**src/rtl/abx_pkg.sv**
```systemverilog
package abx_pkg;

    // ------------------------------------------------------------
    // opcodes and reg-field selectors
    // ------------------------------------------------------------
    localparam logic [7:0] OP_ADD_ACC_B = 8'h04;
    localparam logic [7:0] OP_AND_ACC_B = 8'h24;
    localparam logic [7:0] OP_AND_ACC_W = 8'h25;
    localparam logic [7:0] OP_GRP_B = 8'h80;
    localparam logic [7:0] OP_GRP_W = 8'h81;
    localparam logic [7:0] OP_GRP_SX = 8'h83;
    localparam logic [7:0] OP_AND_RM_B = 8'h20;
    localparam logic [7:0] OP_AND_RM_W = 8'h21;
    localparam logic [7:0] OP_AND_R_B = 8'h22;
    localparam logic [7:0] OP_AND_R_W = 8'h23;
    localparam logic [7:0] OP_BOUND = 8'h62;
    localparam logic [2:0] REGF_ADD = 3'h0;
    localparam logic [2:0] REGF_AND = 3'h4;
    localparam logic [1:0] MOD_REG = 2'h3;
    localparam int MODRM_MOD_HI = 7;
    localparam int MODRM_MOD_LO = 6;
    localparam int MODRM_REG_HI = 5;
    localparam int MODRM_REG_LO = 3;

    // ------------------------------------------------------------
    // values
    // ------------------------------------------------------------
    localparam logic [15:0] SEXT_NEG = 16'hFF00;
    localparam logic [15:0] SEXT_POS = 16'h00FF;
    localparam logic [7:0] BOUND_VECTOR = 8'h05;
    localparam logic [15:0] BOUND_HI_OFS = 16'h0002;
    localparam logic [15:0] RESET_WORD = 16'h0000;

    // ------------------------------------------------------------
    // execution lengths in core clocks
    // ------------------------------------------------------------
    localparam logic [5:0] CYC_ACC_B = 6'h03;
    localparam logic [5:0] CYC_ACC_W = 6'h04;
    localparam logic [5:0] CYC_RR = 6'h03;
    localparam logic [5:0] CYC_RM16 = 6'h0A;
    localparam logic [5:0] CYC_RM8B = 6'h0E;
    localparam logic [5:0] CYC_IR = 6'h04;
    localparam logic [5:0] CYC_IM16 = 6'h10;
    localparam logic [5:0] CYC_IM8B = 6'h14;
    localparam logic [5:0] CYC_BOUND = 6'h21;
    localparam logic [5:0] CYC_BOUND_MAX = 6'h23;
    localparam logic [5:0] CNT_MAX = 6'h3F;

    typedef enum logic [2:0] {
        ST_IDLE = 3'h0,
        ST_RD_LO = 3'h1,
        ST_RD_HI = 3'h3,
        ST_EXEC = 3'h2,
        ST_WR = 3'h6,
        ST_FIN = 3'h7
    } abx_state_t;

    typedef enum logic [1:0] {
        DST_NONE = 2'h0,
        DST_ACC = 2'h1,
        DST_REG = 2'h2,
        DST_RM = 2'h3
    } abx_dst_t;

    function automatic logic [15:0] abx_sext8(input logic [7:0] b);
        if (b[7]) begin
            return SEXT_NEG | {8'h00, b};
        end
        return SEXT_POS & {8'h00, b};
    endfunction

    function automatic logic abx_even_parity(input logic [7:0] b);
        return ~^b;
    endfunction

endpackage

```
**src/rtl/abx_alu_if.sv**
```systemverilog
interface abx_alu_if;
    logic op_and;
    logic word;
    logic [15:0] a;
    logic [15:0] b;
    logic [15:0] lo;
    logic [15:0] hi;
    logic [15:0] res;
    logic carry_flag;
    logic overflow_flag;
    logic aux_carry_flag;
    logic zero_flag;
    logic sign_flag;
    logic parity_flag;
    logic out_of_range;

    modport core (output op_and, word, a, b, lo, hi,
                  input res, carry_flag, overflow_flag, aux_carry_flag,
                  zero_flag, sign_flag, parity_flag, out_of_range);
    modport alu (input op_and, word, a, b, lo, hi,
                 output res, carry_flag, overflow_flag, aux_carry_flag,
                 zero_flag, sign_flag, parity_flag, out_of_range);
endinterface

```
**src/rtl/abx_alu.sv**
```systemverilog
module abx_alu (
    abx_alu_if.alu p
);
    logic [16:0] sum;
    logic [15:0] raw;

    // ------------------------------------------------------------
    // add or and, byte results keep the upper byte clear
    // ------------------------------------------------------------
    always_comb begin
        sum = {1'b0, p.a} + {1'b0, p.b};
        raw = p.op_and ? (p.a & p.b) : sum[15:0];
        p.res = p.word ? raw : {8'h00, raw[7:0]};
        if (p.op_and) begin
            p.carry_flag = 1'b0;
            p.overflow_flag = 1'b0;
            p.aux_carry_flag = 1'b0;
        end else begin
            p.carry_flag = p.word ? sum[16] : (p.a[8] ^ p.b[8] ^ sum[8]);
            if (p.word) begin
                p.overflow_flag = (p.a[15] == p.b[15]) &&
                                  (sum[15] != p.a[15]);
            end else begin
                p.overflow_flag = (p.a[7] == p.b[7]) && (sum[7] != p.a[7]);
            end
            // carry out of the low nibble tells the decimal adjust step
            p.aux_carry_flag = p.a[4] ^ p.b[4] ^ sum[4];
        end
        p.zero_flag = (p.res == abx_pkg::RESET_WORD);
        p.sign_flag = p.word ? p.res[15] : p.res[7];
        p.parity_flag = abx_pkg::abx_even_parity(p.res[7:0]);
        p.out_of_range = ($signed(p.a) < $signed(p.lo)) ||
                         ($signed(p.a) > $signed(p.hi));
    end

endmodule

```
**src/rtl/abx_exec.sv**
```systemverilog
module abx_exec (
    input wire logic REF_CLK,
    input wire logic RST,
    input wire logic START,
    input wire logic [7:0] OPCODE,
    input wire logic [7:0] MODRM,
    input wire logic [15:0] IMM,
    input wire logic [15:0] ACC_VAL,
    input wire logic [15:0] REG_VAL,
    input wire logic [15:0] RM_VAL,
    input wire logic [15:0] EFF_ADDR,
    input wire logic [15:0] INSTR_PTR,
    input wire logic BUS8,
    input wire logic [15:0] MEM_RDATA,
    input wire logic MEM_ACK,
    output logic BUSY,
    output logic DONE,
    output logic BAD_OP,
    output logic [15:0] RESULT,
    output logic RESULT_WORD,
    output logic REG_WE,
    output logic [1:0] REG_SEL,
    output logic FLAG_WE,
    output logic CARRY_FLAG,
    output logic OVERFLOW_FLAG,
    output logic AUX_CARRY_FLAG,
    output logic ZERO_FLAG,
    output logic SIGN_FLAG,
    output logic PARITY_FLAG,
    output logic MEM_RD,
    output logic MEM_WR,
    output logic MEM_WORD,
    output logic [15:0] MEM_ADDR,
    output logic [15:0] MEM_WDATA,
    output logic EXC_REQ,
    output logic [7:0] EXC_VECTOR,
    output logic [15:0] EXC_INSTR_PTR
);
    abx_pkg::abx_state_t st_q;
    abx_pkg::abx_dst_t dc_dst;
    abx_pkg::abx_dst_t dst_q;
    logic bus8_s1_q, bus8_s2_q;
    logic dc_ok, dc_and, dc_word, dc_bound, dc_rm, dc_rm_first, dc_mem;
    logic [5:0] dc_cyc;
    logic [15:0] dc_a, dc_b;
    logic [2:0] regf;
    logic ok_q, and_q, word_q, bound_q, mem_q, rm_first_q, sx_q;
    logic [5:0] cyc_q, cnt_q;
    logic [15:0] a_q, b_q, lo_q, hi_q, ea_q, ip_q, res_q;
    logic fire;
    abx_alu_if alu_bus ();

    abx_alu u_alu (
        .p(alu_bus)
    );

    // ------------------------------------------------------------
    // strap-like pin, two stages before use
    // ------------------------------------------------------------
    always_ff @(posedge REF_CLK or posedge RST) begin
        if (RST) begin
            bus8_s1_q <= 1'b0;
            bus8_s2_q <= 1'b0;
        end else begin
            bus8_s1_q <= BUS8;
            bus8_s2_q <= bus8_s1_q;
        end
    end

    // ------------------------------------------------------------
    // decode
    // ------------------------------------------------------------
    assign regf = MODRM[abx_pkg::MODRM_REG_HI:abx_pkg::MODRM_REG_LO];
    assign dc_mem = dc_rm &&
        (MODRM[abx_pkg::MODRM_MOD_HI:abx_pkg::MODRM_MOD_LO] !=
         abx_pkg::MOD_REG);

    always_comb begin
        dc_ok = 1'b1;
        dc_and = 1'b1;
        dc_word = OPCODE[0];
        dc_bound = 1'b0;
        dc_rm = 1'b1;
        dc_rm_first = 1'b1;
        dc_dst = abx_pkg::DST_RM;
        dc_a = RM_VAL;
        dc_b = REG_VAL;
        dc_cyc = abx_pkg::CYC_RR;
        case (OPCODE)
            abx_pkg::OP_ADD_ACC_B, abx_pkg::OP_AND_ACC_B,
            abx_pkg::OP_AND_ACC_W: begin
                dc_and = (OPCODE != abx_pkg::OP_ADD_ACC_B);
                dc_rm = 1'b0;
                dc_dst = abx_pkg::DST_ACC;
                dc_a = ACC_VAL;
                dc_b = dc_word ? IMM : {8'h00, IMM[7:0]};
                dc_cyc = dc_word ? abx_pkg::CYC_ACC_W : abx_pkg::CYC_ACC_B;
            end
            abx_pkg::OP_GRP_B, abx_pkg::OP_GRP_W, abx_pkg::OP_GRP_SX: begin
                dc_ok = (regf == abx_pkg::REGF_ADD) ||
                        (regf == abx_pkg::REGF_AND);
                dc_and = (regf == abx_pkg::REGF_AND);
                dc_word = (OPCODE != abx_pkg::OP_GRP_B);
                if (OPCODE == abx_pkg::OP_GRP_SX) begin
                    dc_b = abx_pkg::abx_sext8(IMM[7:0]);
                end else begin
                    dc_b = dc_word ? IMM : {8'h00, IMM[7:0]};
                end
                if (!dc_mem) begin
                    dc_cyc = abx_pkg::CYC_IR;
                end else if (dc_word && bus8_s2_q) begin
                    dc_cyc = abx_pkg::CYC_IM8B;
                end else begin
                    dc_cyc = abx_pkg::CYC_IM16;
                end
            end
            abx_pkg::OP_AND_RM_B, abx_pkg::OP_AND_RM_W,
            abx_pkg::OP_AND_R_B, abx_pkg::OP_AND_R_W: begin
                if (OPCODE[1]) begin
                    dc_rm_first = 1'b0;
                    dc_dst = abx_pkg::DST_REG;
                    dc_a = REG_VAL;
                    dc_b = RM_VAL;
                end
                if (!dc_mem) begin
                    dc_cyc = abx_pkg::CYC_RR;
                end else if (dc_word && bus8_s2_q) begin
                    dc_cyc = abx_pkg::CYC_RM8B;
                end else begin
                    dc_cyc = abx_pkg::CYC_RM16;
                end
            end
            abx_pkg::OP_BOUND: begin
                dc_ok = dc_mem;
                dc_bound = 1'b1;
                dc_word = 1'b1;
                dc_dst = abx_pkg::DST_NONE;
                dc_a = REG_VAL;
                dc_cyc = abx_pkg::CYC_BOUND;
            end
            default: begin
                dc_ok = 1'b0;
                dc_dst = abx_pkg::DST_NONE;
            end
        endcase
    end

    // ------------------------------------------------------------
    // sequence
    // ------------------------------------------------------------
    // done waits for the count, so memory waits stretch the length only when FIN comes after the count
    assign fire = (st_q == abx_pkg::ST_FIN) && (cnt_q >= cyc_q);

    always_ff @(posedge REF_CLK or posedge RST) begin
        if (RST) begin
            st_q <= abx_pkg::ST_IDLE;
        end else begin
            case (st_q)
                abx_pkg::ST_IDLE: begin
                    if (START) begin
                        if (!dc_ok) begin
                            st_q <= abx_pkg::ST_FIN;
                        end else if (dc_mem) begin
                            st_q <= abx_pkg::ST_RD_LO;
                        end else begin
                            st_q <= abx_pkg::ST_EXEC;
                        end
                    end
                end
                abx_pkg::ST_RD_LO: begin
                    if (MEM_ACK) begin
                        st_q <= bound_q ? abx_pkg::ST_RD_HI :
                                          abx_pkg::ST_EXEC;
                    end
                end
                abx_pkg::ST_RD_HI: begin
                    if (MEM_ACK) begin
                        st_q <= abx_pkg::ST_EXEC;
                    end
                end
                abx_pkg::ST_EXEC: begin
                    if (mem_q && dst_q == abx_pkg::DST_RM) begin
                        st_q <= abx_pkg::ST_WR;
                    end else begin
                        st_q <= abx_pkg::ST_FIN;
                    end
                end
                abx_pkg::ST_WR: begin
                    if (MEM_ACK) begin
                        st_q <= abx_pkg::ST_FIN;
                    end
                end
                abx_pkg::ST_FIN: begin
                    if (fire) begin
                        st_q <= abx_pkg::ST_IDLE;
                    end
                end
                default: st_q <= abx_pkg::ST_IDLE;
            endcase
        end
    end

    always_ff @(posedge REF_CLK or posedge RST) begin
        if (RST) begin
            cnt_q <= 6'h00;
        end else if (st_q == abx_pkg::ST_IDLE && START) begin
            cnt_q <= 6'h01;
        end else if (st_q != abx_pkg::ST_IDLE && cnt_q != abx_pkg::CNT_MAX
                     && !fire) begin
            cnt_q <= cnt_q + 6'h01;
        end
    end

    // ------------------------------------------------------------
    // operands
    // ------------------------------------------------------------
    always_ff @(posedge REF_CLK or posedge RST) begin
        if (RST) begin
            ok_q <= 1'b0;
            and_q <= 1'b0;
            word_q <= 1'b0;
            bound_q <= 1'b0;
            mem_q <= 1'b0;
            rm_first_q <= 1'b0;
            sx_q <= 1'b0;
            dst_q <= abx_pkg::DST_NONE;
            cyc_q <= abx_pkg::CYC_RR;
            a_q <= abx_pkg::RESET_WORD;
            b_q <= abx_pkg::RESET_WORD;
            lo_q <= abx_pkg::RESET_WORD;
            hi_q <= abx_pkg::RESET_WORD;
            ea_q <= abx_pkg::RESET_WORD;
            ip_q <= abx_pkg::RESET_WORD;
        end else if (st_q == abx_pkg::ST_IDLE && START) begin
            ok_q <= dc_ok;
            and_q <= dc_and;
            word_q <= dc_word;
            bound_q <= dc_bound;
            mem_q <= dc_mem;
            rm_first_q <= dc_rm_first;
            sx_q <= (OPCODE == abx_pkg::OP_GRP_SX);
            dst_q <= dc_dst;
            cyc_q <= dc_cyc;
            a_q <= dc_a;
            b_q <= dc_b;
            ea_q <= EFF_ADDR;
            ip_q <= INSTR_PTR;
        end else if (MEM_ACK && st_q == abx_pkg::ST_RD_LO) begin
            if (bound_q) begin
                lo_q <= MEM_RDATA;
            end else if (rm_first_q) begin
                a_q <= MEM_RDATA;
            end else begin
                b_q <= MEM_RDATA;
            end
        end else if (MEM_ACK && st_q == abx_pkg::ST_RD_HI) begin
            hi_q <= MEM_RDATA;
        end
    end

    always_comb begin
        alu_bus.op_and = and_q;
        alu_bus.word = word_q;
        alu_bus.a = a_q;
        alu_bus.b = b_q;
        alu_bus.lo = lo_q;
        alu_bus.hi = hi_q;
    end

    // ------------------------------------------------------------
    // memory port
    // ------------------------------------------------------------
    always_ff @(posedge REF_CLK or posedge RST) begin
        if (RST) begin
            MEM_RD <= 1'b0;
            MEM_WR <= 1'b0;
            MEM_WORD <= 1'b0;
            MEM_ADDR <= abx_pkg::RESET_WORD;
            MEM_WDATA <= abx_pkg::RESET_WORD;
        end else if (st_q == abx_pkg::ST_IDLE && START && dc_ok && dc_mem) begin
            MEM_RD <= 1'b1;
            MEM_WORD <= dc_word;
            MEM_ADDR <= EFF_ADDR;
        end else if (st_q == abx_pkg::ST_RD_LO && MEM_ACK && bound_q) begin
            MEM_ADDR <= ea_q + abx_pkg::BOUND_HI_OFS;
        end else if (st_q == abx_pkg::ST_EXEC && mem_q &&
                     dst_q == abx_pkg::DST_RM) begin
            MEM_WR <= 1'b1;
            MEM_ADDR <= ea_q;
            MEM_WDATA <= alu_bus.res;
        end else if (MEM_ACK) begin
            MEM_RD <= 1'b0;
            MEM_WR <= 1'b0;
        end
    end

    // ------------------------------------------------------------
    // results and exception shown with done, flags already from the clock after execute
    // ------------------------------------------------------------
    always_ff @(posedge REF_CLK or posedge RST) begin
        if (RST) begin
            res_q <= abx_pkg::RESET_WORD;
            CARRY_FLAG <= 1'b0;
            OVERFLOW_FLAG <= 1'b0;
            AUX_CARRY_FLAG <= 1'b0;
            ZERO_FLAG <= 1'b0;
            SIGN_FLAG <= 1'b0;
            PARITY_FLAG <= 1'b0;
            EXC_REQ <= 1'b0;
        end else if (st_q == abx_pkg::ST_EXEC) begin
            res_q <= alu_bus.res;
            CARRY_FLAG <= alu_bus.carry_flag;
            OVERFLOW_FLAG <= alu_bus.overflow_flag;
            AUX_CARRY_FLAG <= alu_bus.aux_carry_flag;
            ZERO_FLAG <= alu_bus.zero_flag;
            SIGN_FLAG <= alu_bus.sign_flag;
            PARITY_FLAG <= alu_bus.parity_flag;
            EXC_REQ <= 1'b0;
        end else begin
            EXC_REQ <= fire && ok_q && bound_q &&
                       alu_bus.out_of_range;
        end
    end

    always_ff @(posedge REF_CLK or posedge RST) begin
        if (RST) begin
            BUSY <= 1'b0;
            DONE <= 1'b0;
            BAD_OP <= 1'b0;
            RESULT <= abx_pkg::RESET_WORD;
            RESULT_WORD <= 1'b0;
            REG_WE <= 1'b0;
            REG_SEL <= abx_pkg::DST_NONE;
            FLAG_WE <= 1'b0;
            EXC_VECTOR <= 8'h00;
            EXC_INSTR_PTR <= abx_pkg::RESET_WORD;
        end else begin
            BUSY <= (st_q == abx_pkg::ST_IDLE) ? START : !fire;
            DONE <= fire;
            BAD_OP <= fire && !ok_q;
            RESULT <= fire ? res_q : RESULT;
            RESULT_WORD <= fire ? word_q : RESULT_WORD;
            // an in-range check writes nothing and simply completes
            REG_WE <= fire && ok_q && !bound_q && dst_q != abx_pkg::DST_NONE
                      && !(mem_q && dst_q == abx_pkg::DST_RM);
            REG_SEL <= fire ? dst_q : REG_SEL;
            FLAG_WE <= fire && ok_q && !bound_q;
            EXC_VECTOR <= abx_pkg::BOUND_VECTOR;
            EXC_INSTR_PTR <= fire ? ip_q : EXC_INSTR_PTR;
        end
    end
endmodule

```
**config.mk**
```make
export PLATFORM = sky130hd
export DESIGN_NAME = abx_exec
export DESIGN_NICKNAME = d
export VERILOG_FILES = /design/src/rtl/abx_pkg.sv /design/src/rtl/abx_alu_if.sv /design/src/rtl/abx_alu.sv /design/src/rtl/abx_exec.sv
export SDC_FILE = /design/constraint.sdc
export NUM_CORES = 1
export LEC_CHECK = 0
export BUFFER_PORTS_ARGS = -buffer_cell sky130_fd_sc_hd__buf_2
export CAP_MARGIN = 20
export CORE_UTILIZATION = 45
export CTS_CLUSTER_DIAMETER = 50
export DETAILED_ROUTE_END_ITERATION = 8
export PLACE_DENSITY_LB_ADDON = 0.05
export SYNTH_ARGS = -nofsm -noshare
export SYNTH_HDL_FRONTEND = slang
export SYNTH_SLANG_ARGS = --single-unit
```
**constraint.sdc**
```tcl
create_clock -name REF_CLK -period 12.4 [get_ports REF_CLK]
set_clock_uncertainty 0.05 [all_clocks]
set_input_delay 2.48 -clock REF_CLK [delete_from_list [all_inputs] [get_ports REF_CLK]]
set_output_delay 2.48 -clock REF_CLK [all_outputs]
set_load 0.02 [all_outputs]
```
==> flow_summary_export.csv, run 1 <==
group,metric,value,unit
synthesis,avgSynthCellArea,9.08,sq um
clock_tree,root_buffer,"clkbuf_16",
routing,wl_per_cell,18.0,um
global_routing,grt_usage,0.253,
sta,worstMarginPinSlew,1.25,ns
place,hpwl,23000,um
floorplanning,num_rows,58,
setup_path,max_stage_delay,0.43,ns
routing,drc_errors,0,
place,portBuffers,213,
clock_tree,clockBufferDepth,3,
place,globalplace.congestion,0.873,
floorplanning,die_h,162,um
routing,topRoutingLayerUsed,"met4",
sta,finalMaxSlewViolations,0,
synthesis,synth_mux_area_frac,0.0237,
sta,finalHoldViolCount,0,
setup_path,r2r-end,"ZERO_FLAG",
routing,dr.first_iter.drc_count,838,
routing,via_per_inst,5.42,
synthesis,synth-simple-area-share,0.188,
synthesis,synth_enable_flop_cells,0,
routing,wl_met3,2130,um
setup_path,cp_top_family,"simple AND/OR/NAND/NOR gates",
routing,dr.pass1.iters,7,
setup_path,worstSetupEndpointType,"register",
floorplanning,core,25200,sq um
floorplanning,initial_core_util,0.458,
layout,nets,1656,
synthesis,ys_seq_area_frac,0.478,
sta,holdWs,0.308,ns
sta,setup_tns,0,ns
clock_tree,cts-htree-levels,1,
global_routing,antenna_found_initial,0,
setup_path,cp_data_required_time,12.77,ns
synthesis,synth-seq-cells,220,
place,dp_cells,1761,
routing,via_count,9818,
clock_tree,cts_tree,"built",
synthesis,synth_top_family_by_area,"simple AND/OR/NAND/NOR gates",
worst_hold_path,hold_start,"bus8_s1_q",
floorplanning,dieArea,26300,sq um
global_routing,grt_max_degree,110,
job,drv_cap,0,
routing,wl_met1,15700,um
setup_path,slowest_stage,"or3_4",
worst_hold_path,hold_path_depth,0,
setup_path,arrival,5.19,ns
setup_path,path_max_fanout,33,
worst_hold_path,hold_class,"reg -> reg",
floorplanning,ios,223,
synthesis,synth_cell_types,71,
synthesis,synth_area,11500,sq um
sta,max-slew-margin-rel,0.161,
clock_tree,clk_pin_slew,0.06,ns
sta,post-route-min-period,4.82,ns
synthesis,synth_ff_type,"dfrtp_1",
clock_tree,postCtsHoldBufs,0,
sta,finalCritPeriodShare,0.389,
synthesis,ys_warn_count,0,
setup_path,r2r_start,"a_q[0]",
setup_path,r2r_slack,9.02,ns
sta,timing.fmax,207,MHz
pwr,leakagePower,6.87,nW
clock_tree,post_cts_buffers,0,
layout,fin_util,0.551,
layout,syn_to_final_growth,20.3,%
pwr,power_density,269,nW/um^2
global_routing,first_global_vias,9360,
synthesis,synth_fa_ha_area_frac,0.0668,
clock_tree,cts_buffers,29,
clock_tree,postCtsResizedCells,0,
synthesis,async_flop_share,1.00,
layout,final_layout_size_suffix_gt1_frac,0.213,
synthesis,syn_inst,1270,
outcome,status,"completed",
setup_path,path_cells,"buf_2 -> or3_4 -> nor4b_4 -> nand2_1 -> nor3_2 -> nor4_2 -> nor3_4 -> buf_4 -> nor3_2 -> buf_4 -> nand2_1 -> o21ai_1",
floorplanning,die_x,162,um
clock_tree,cts_sinks,220,
layout,fillCellCount,2366,
worst_hold_path,holdPathEnd,"bus8_s2_q",
synthesis,synth_compound_area_frac,0.177,
setup_path,path_buf_inv,3,
global_routing,grt_pass1_wl,51800,um
synthesis,synth-xor-area-share,0.0220,
setup_path,rr_worst_depth,12,
layout,stdcell_count,1813,
sta,setup_violations,0,
place,dpl_cell_area,12900,sq um
clock_tree,clk_latency,0.55,ns
layout,final_area,13900,sq um
routing,drt-total-wl,32700,um
setup_path,cp-start-kind,"input pin",
routing,postRouteAntennaNets,0,
sta,rsz0062_at_grt,"no",
routing,wl_met2,14300,um
pwr,ir_worst_vdd,0.133,mV
global_routing,grt_overflow,0,
setup_path,path_class,"in -> reg",
[layout by cell type (no fill, tap or decap), types with 4 or more instances in the layout]
cell / count
a31oi_1: 15
o21ai_0: 85
nand3_1: 38
a22oi_1: 8
nor2b_1: 19
nor3_1: 13
a21o_1: 15
a22o_1: 7
a211oi_1: 21
or3_1: 7
a222oi_1: 16
mux2_2: 18
mux2i_1: 7
dfrtp_1: 218
inv_1: 50
xnor2_1: 16
and3_1: 8
conb_1: 7
o31ai_1: 5
clkinvlp_4: 5
inv_6: 5
bufinv_16: 4
nand2b_1: 10
nand2_1: 300
buf_2: 213
buf_4: 14
nand4_1: 10
o211ai_1: 5
xor2_1: 13
and2_1: 5
ha_1: 60
o21ai_1: 22
nor2_1: 56
clkbuf_16: 29
a221o_1: 11
a21oi_1: 79
[worst max-delay path by stage]
stage / from / end / depth (start not counted)
global placement: OPCODE[7] / MEM_ADDR[6] / 11
CTS: OPCODE[4] / MEM_ADDR[14] / 12
detailed placement: OPCODE[4] / MEM_ADDR[14] / 12
floorplan: RST / AUX_CARRY_FLAG / 1
global route: OPCODE[4] / MEM_ADDR[15] / 12
finish: OPCODE[4] / MEM_ADDR[14] / 12
[logic make-up after synthesis]
logic type                 Yosys count
AOI/OAI and AO/OA                  322
xor gates and xnor gates            29
adders and majority gates           61
buffers and inverters              123
DFF                                220
muxes                               25
other                                2
and+or+nand+nor                    488
[cells in the mapped netlist, types with 8 or more instances]
cell type | instances | share of area
a22oi_1 | 8 | 0.0052
nor3_1 | 14 | 0.0061
nand2_1 | 301 | 0.098
a21oi_1 | 79 | 0.034
mux2_2 | 18 | 0.018
xor2_1 | 13 | 0.0099
nor2b_1 | 19 | 0.010
o21ai_1 | 22 | 0.0096
a211oi_1 | 21 | 0.014
and3_1 | 8 | 0.0043
nand2b_1 | 10 | 0.0054
clkbuf_1 | 54 | 0.018
buf_4 | 9 | 0.0059
inv_1 | 51 | 0.017
a31oi_1 | 15 | 0.0081
a222oi_1 | 16 | 0.014
a221o_1 | 11 | 0.0096
dfrtp_1 | 218 | 0.47
nor2_1 | 57 | 0.019
nand3_1 | 38 | 0.016
nand4_1 | 10 | 0.0054
ha_1 | 60 | 0.065
xnor2_1 | 16 | 0.012
o21ai_0 | 85 | 0.037
a21o_1 | 15 | 0.0098
[stage by stage]
| stage | power [W] | setup slack, ns |
|---|---|---|
| 2_1_floorplan | 0.00241 | 3.85 |
| 3_3_place_gp | 0.00284 | 6.66 |
| 3_5_place_dp | 0.00288 | 7.00 |
| 4_1_cts | 0.00376 | 7.57 |
| 5_1_grt | 0.00403 | 7.40 |
| 6_report | 0.00373 | 7.58 |
[layer usage]
metal	vias to the layer above	GRT usage
met1	4648	0.374
met2	299	0.381
met5	-	0
met3	42	0.0467
met4	0	0.0609
li1	4829	-
[power breakdown]
part | switching, W | internal, W | total [W]
registers | 0.000242 | 0.00101 | 0.00125
logic | 0.000943 | 0.000676 | 0.00162
clock network | 0.000332 | 0.000531 | 0.000863
total | 0.00152 | 0.00221 | 0.00373
[cell type report]
cell class | instances | area (sq um) | area share
timing repair buffer | 228 | 1190 | 0.0855
sequential | 220 | 5510 | 0.397
clock inverter | 18 | 225 | 0.0162
tap | 330 | 413 | 0.0298
antenna | 1 | 2.50 | 0.000180
clock buffer | 33 | 771 | 0.0556
inverter | 51 | 199 | 0.0143
multi-input combinational | 932 | 5570 | 0.401
(Power assumes the default switching activity.)
==> inputs of run 2 (changes only) <==
--- a/config.mk
+++ b/config.mk
@@ -5,6 +5,7 @@
 export SDC_FILE = /design/constraint.sdc
 export NUM_CORES = 1
 export LEC_CHECK = 0
+export ABC_AREA = 1
 export BUFFER_PORTS_ARGS = -buffer_cell sky130_fd_sc_hd__buf_2
 export CAP_MARGIN = 20
 export CORE_UTILIZATION = 45
==> constraint.sdc (replaced) <==
create_clock -name REF_CLK -period 4.2 [get_ports REF_CLK]
set_clock_uncertainty 0.05 [all_clocks]
set_input_delay 0.84 -clock REF_CLK [delete_from_list [all_inputs] [get_ports REF_CLK]]
set_output_delay 0.84 -clock REF_CLK [all_outputs]
set_load 0.02 [all_outputs]
==> flow_summary_export.csv, run 2 <==
group,metric,value,unit
sta,finalCritPeriodShare,0.709,
sta,post-route-min-period,2.98,ns
synthesis,synthTopCellsByCount,"nand2_1 (518), dfrtp_1 (218), inv_1 (173)",
routing,dr.first_iter.drc_count,834,
setup_path,path_buf_inv,1,
global_routing,grt_max_degree,101,
sta,setup_tns,0,ns
synthesis,yosys.area.top_type,"dfrtp_1",
synthesis,synth_ff_type,"dfrtp_1",
pwr,leakagePower,7.79,nW
synthesis,syn_inst,1623,
sta,finalHoldViolCount,0,
setup_path,cp_data_required_time,4.56,ns
sta,timing.fmax,336,MHz
synthesis,synth_area,12400,sq um
clock_tree,post_cts_buffers,0,
place,globalplace.congestion,0.906,
clock_tree,postCtsResizedCells,0,
floorplanning,die_x,168,um
worst_hold_path,hold_path_depth,0,
global_routing,grt_overflow,0,
clock_tree,cts_tree,"built",
floorplanning,die_h,168,um
routing,wl_met3,2300,um
pwr,power,0.0105,W
synthesis,synth_cell_types,49,
setup_path,cp_top_family,"simple AND/OR/NAND/NOR gates",
layout,fillCellCount,2655,
layout,final_common_cell,"nand2_1",
setup_path,cp_common_cell,"nand2_1",
setup_path,r2r_slack,1.22,ns
setup_path,max_stage_delay,0.46,ns
clock_tree,clk_pin_slew,0.06,ns
routing,topRoutingLayerUsed,"met4",
sta,finalMaxSlewViolations,0,
setup_path,r2r_start,"a_q[2]",
routing,via_per_inst,5.18,
synthesis,ys_warn_count,0,
clock_tree,cts_sinks,220,
routing,wl_met1,17400,um
sta,setup_violations,0,
synthesis,async_flop_share,1.00,
floorplanning,ios,223,
clock_tree,cts-htree-levels,1,
layout,syn_to_final_growth,19.3,%
clock_tree,clk_latency,0.56,ns
setup_path,rr_worst_depth,13,
setup_path,worstSetupEndpointType,"register",
pwr,power_density,713,nW/um^2
setup_path,slowest_stage,"dfrtp_1",
floorplanning,dieArea,28100,sq um
setup_path,crit_start,"a_q[2]",
synthesis,synth-seq-cells,220,
setup_path,path_cells,"ha_1 -> nand2_1 -> nand2_1 -> nand2_1 -> nand3b_1 -> or2_2 -> nand3_1 -> o21ai_0 -> inv_1 -> ha_1 -> xor2_1 -> xor2_1 -> o21ai_0",
layout,num_antenna_cells,0,
clock_tree,root_buffer,"clkbuf_16",
layout,final_area,14700,sq um
place,dpl_cell_area,13700,sq um
sta,worstMarginPinSlew,1.01,ns
global_routing,antenna_found_initial,0,
job,drv_cap,0,
setup_path,path_depth,13,
sta,max-slew-margin-rel,0.326,
routing,wl_met2,15400,um
routing,drt-total-wl,35600,um
worst_hold_path,hold_class,"reg -> reg",
place,portBuffers,213,
synthesis,yosysTopAreaCellShare,0.441,
sta,finalWorstSetupSlack,1.22,ns
layout,final_cell_mix,"nand2_1 (517), dfrtp_1 (218), buf_2 (213), inv_1 (172), o21ai_0 (167)",
place,dp_slack,1.13,ns
synthesis,synth_area_leaders,"dfrtp_1 (44%), nand2_1 (16%), o21ai_0 (6.8%)",
global_routing,first_global_vias,10720,
place,hpwl,26000,um
layout,final_layout_size_suffix_gt1_frac,0.175,
setup_path,path_max_fanout,6,
routing,postRouteAntennaNets,0,
routing,via_count,11313,
sta,rsz0062_at_grt,"no",
synthesis,avgSynthCellArea,7.62,sq um
pwr,ir_worst_vdd,0.352,mV
floorplanning,core,27000,sq um
global_routing,grt_pass1_wl,57600,um
setup_path,r2r-end,"PARITY_FLAG",
floorplanning,num_rows,60,
global_routing,grt_usage,0.257,
setup_path,path_class,"reg -> reg",
clock_tree,cts_buffers,29,
setup_path,arrival,3.34,ns
floorplanning,initial_core_util,0.459,
clock_tree,clockBufferDepth,3,
setup_path,crit_end,"PARITY_FLAG",
synthesis,ys_seq_area_frac,0.445,
synthesis,synth_enable_flop_cells,0,
synthesis,synth.most_common_cell,"nand2_1",
setup_path,cp-start-kind,"register",
routing,wl_per_cell,16.3,um
layout,nets,2013,
outcome,status,"completed",
routing,drc_errors,0,
routing,dr.pass1.iters,5,
clock_tree,postCtsHoldBufs,0,
-- run 2: cell types whose count changed in the layout (fill, tap and decap cells not counted), sizes merged, moves of 16 or more --
cell	before	now
mux2	18	0
a211oi	21	1
nand3	38	140
nor2b	19	0
nand2	301	527
inv	56	190
o21ai	107	176
a21oi	80	47
a222oi	16	0
o211ai	5	22
-- run 2: metrics by stage --
stage / hold slack (ns) / std cells / util
2_1_floorplan: 0.281 / 1628 / -
3_3_place_gp: 0.282 / 2128 / 0.508
5_1_grt: 0.318 / 2183 / 0.547
3_5_place_dp: 0.288 / 2128 / 0.508
6_report: 0.301 / 2183 / 0.547
4_1_cts: 0.302 / 2182 / 0.547
-- run 2: area by class of cell --
cell class | instances | area, sq um | area share
Clock buffer | 37 | 796 | 0.0540
Sequential cell | 220 | 5510 | 0.373
Clock inverter | 17 | 240 | 0.0163
Multi-Input combinational cell | 1151 | 5840 | 0.396
Tap cell | 341 | 427 | 0.0289
Timing Repair Buffer | 231 | 1230 | 0.0837
Inverter | 186 | 702 | 0.0476
-- run 2: report_power, final --
| group | internal (W) | total [W] | switching [W] |
|---|---|---|---|
| clock | 0.00161 | 0.00264 | 0.00102 |
| sequential | 0.00294 | 0.00354 | 0.000596 |
| combinational | 0.00157 | 0.00434 | 0.00277 |
| total | 0.00612 | 0.0105 | 0.00439 |
-- run 2: metal layers --
metal	vias up	GRT usage
met1	5237	0.388
met3	34	0.0359
met2	377	0.392
met5	-	0
li1	5665	-
met4	0	0.0495
-- run 2: worst min path at each step --
| stage | from | to | slack, ns |
|---|---|---|---|
| final | bus8_s1_q | bus8_s2_q | 0.30 |
| after global routing | BUS8 | bus8_s1_q | 0.32 |
| after CTS | bus8_s1_q | bus8_s2_q | 0.30 |
| after detailed placement | bus8_s1_q | bus8_s2_q | 0.29 |
| after global placement | bus8_s1_q | bus8_s2_q | 0.28 |
| after floorplan | bus8_s1_q | bus8_s2_q | 0.28 |
-- run 2: logic make-up (layout without fill, tap and decap cells) --
family,after synthesis,in the layout,synth area share
adder cells (fa/ha/maj),61,61,0.0623
XOR/XNOR,19,19,0.0135
flip-flops,220,220,0.445
AO/OA/AOI/OAI,265,265,0.117
AND/OR/NAND/NOR,799,799,0.277
other,2,7,0.000607
buffers and inverters,257,471,0.0842
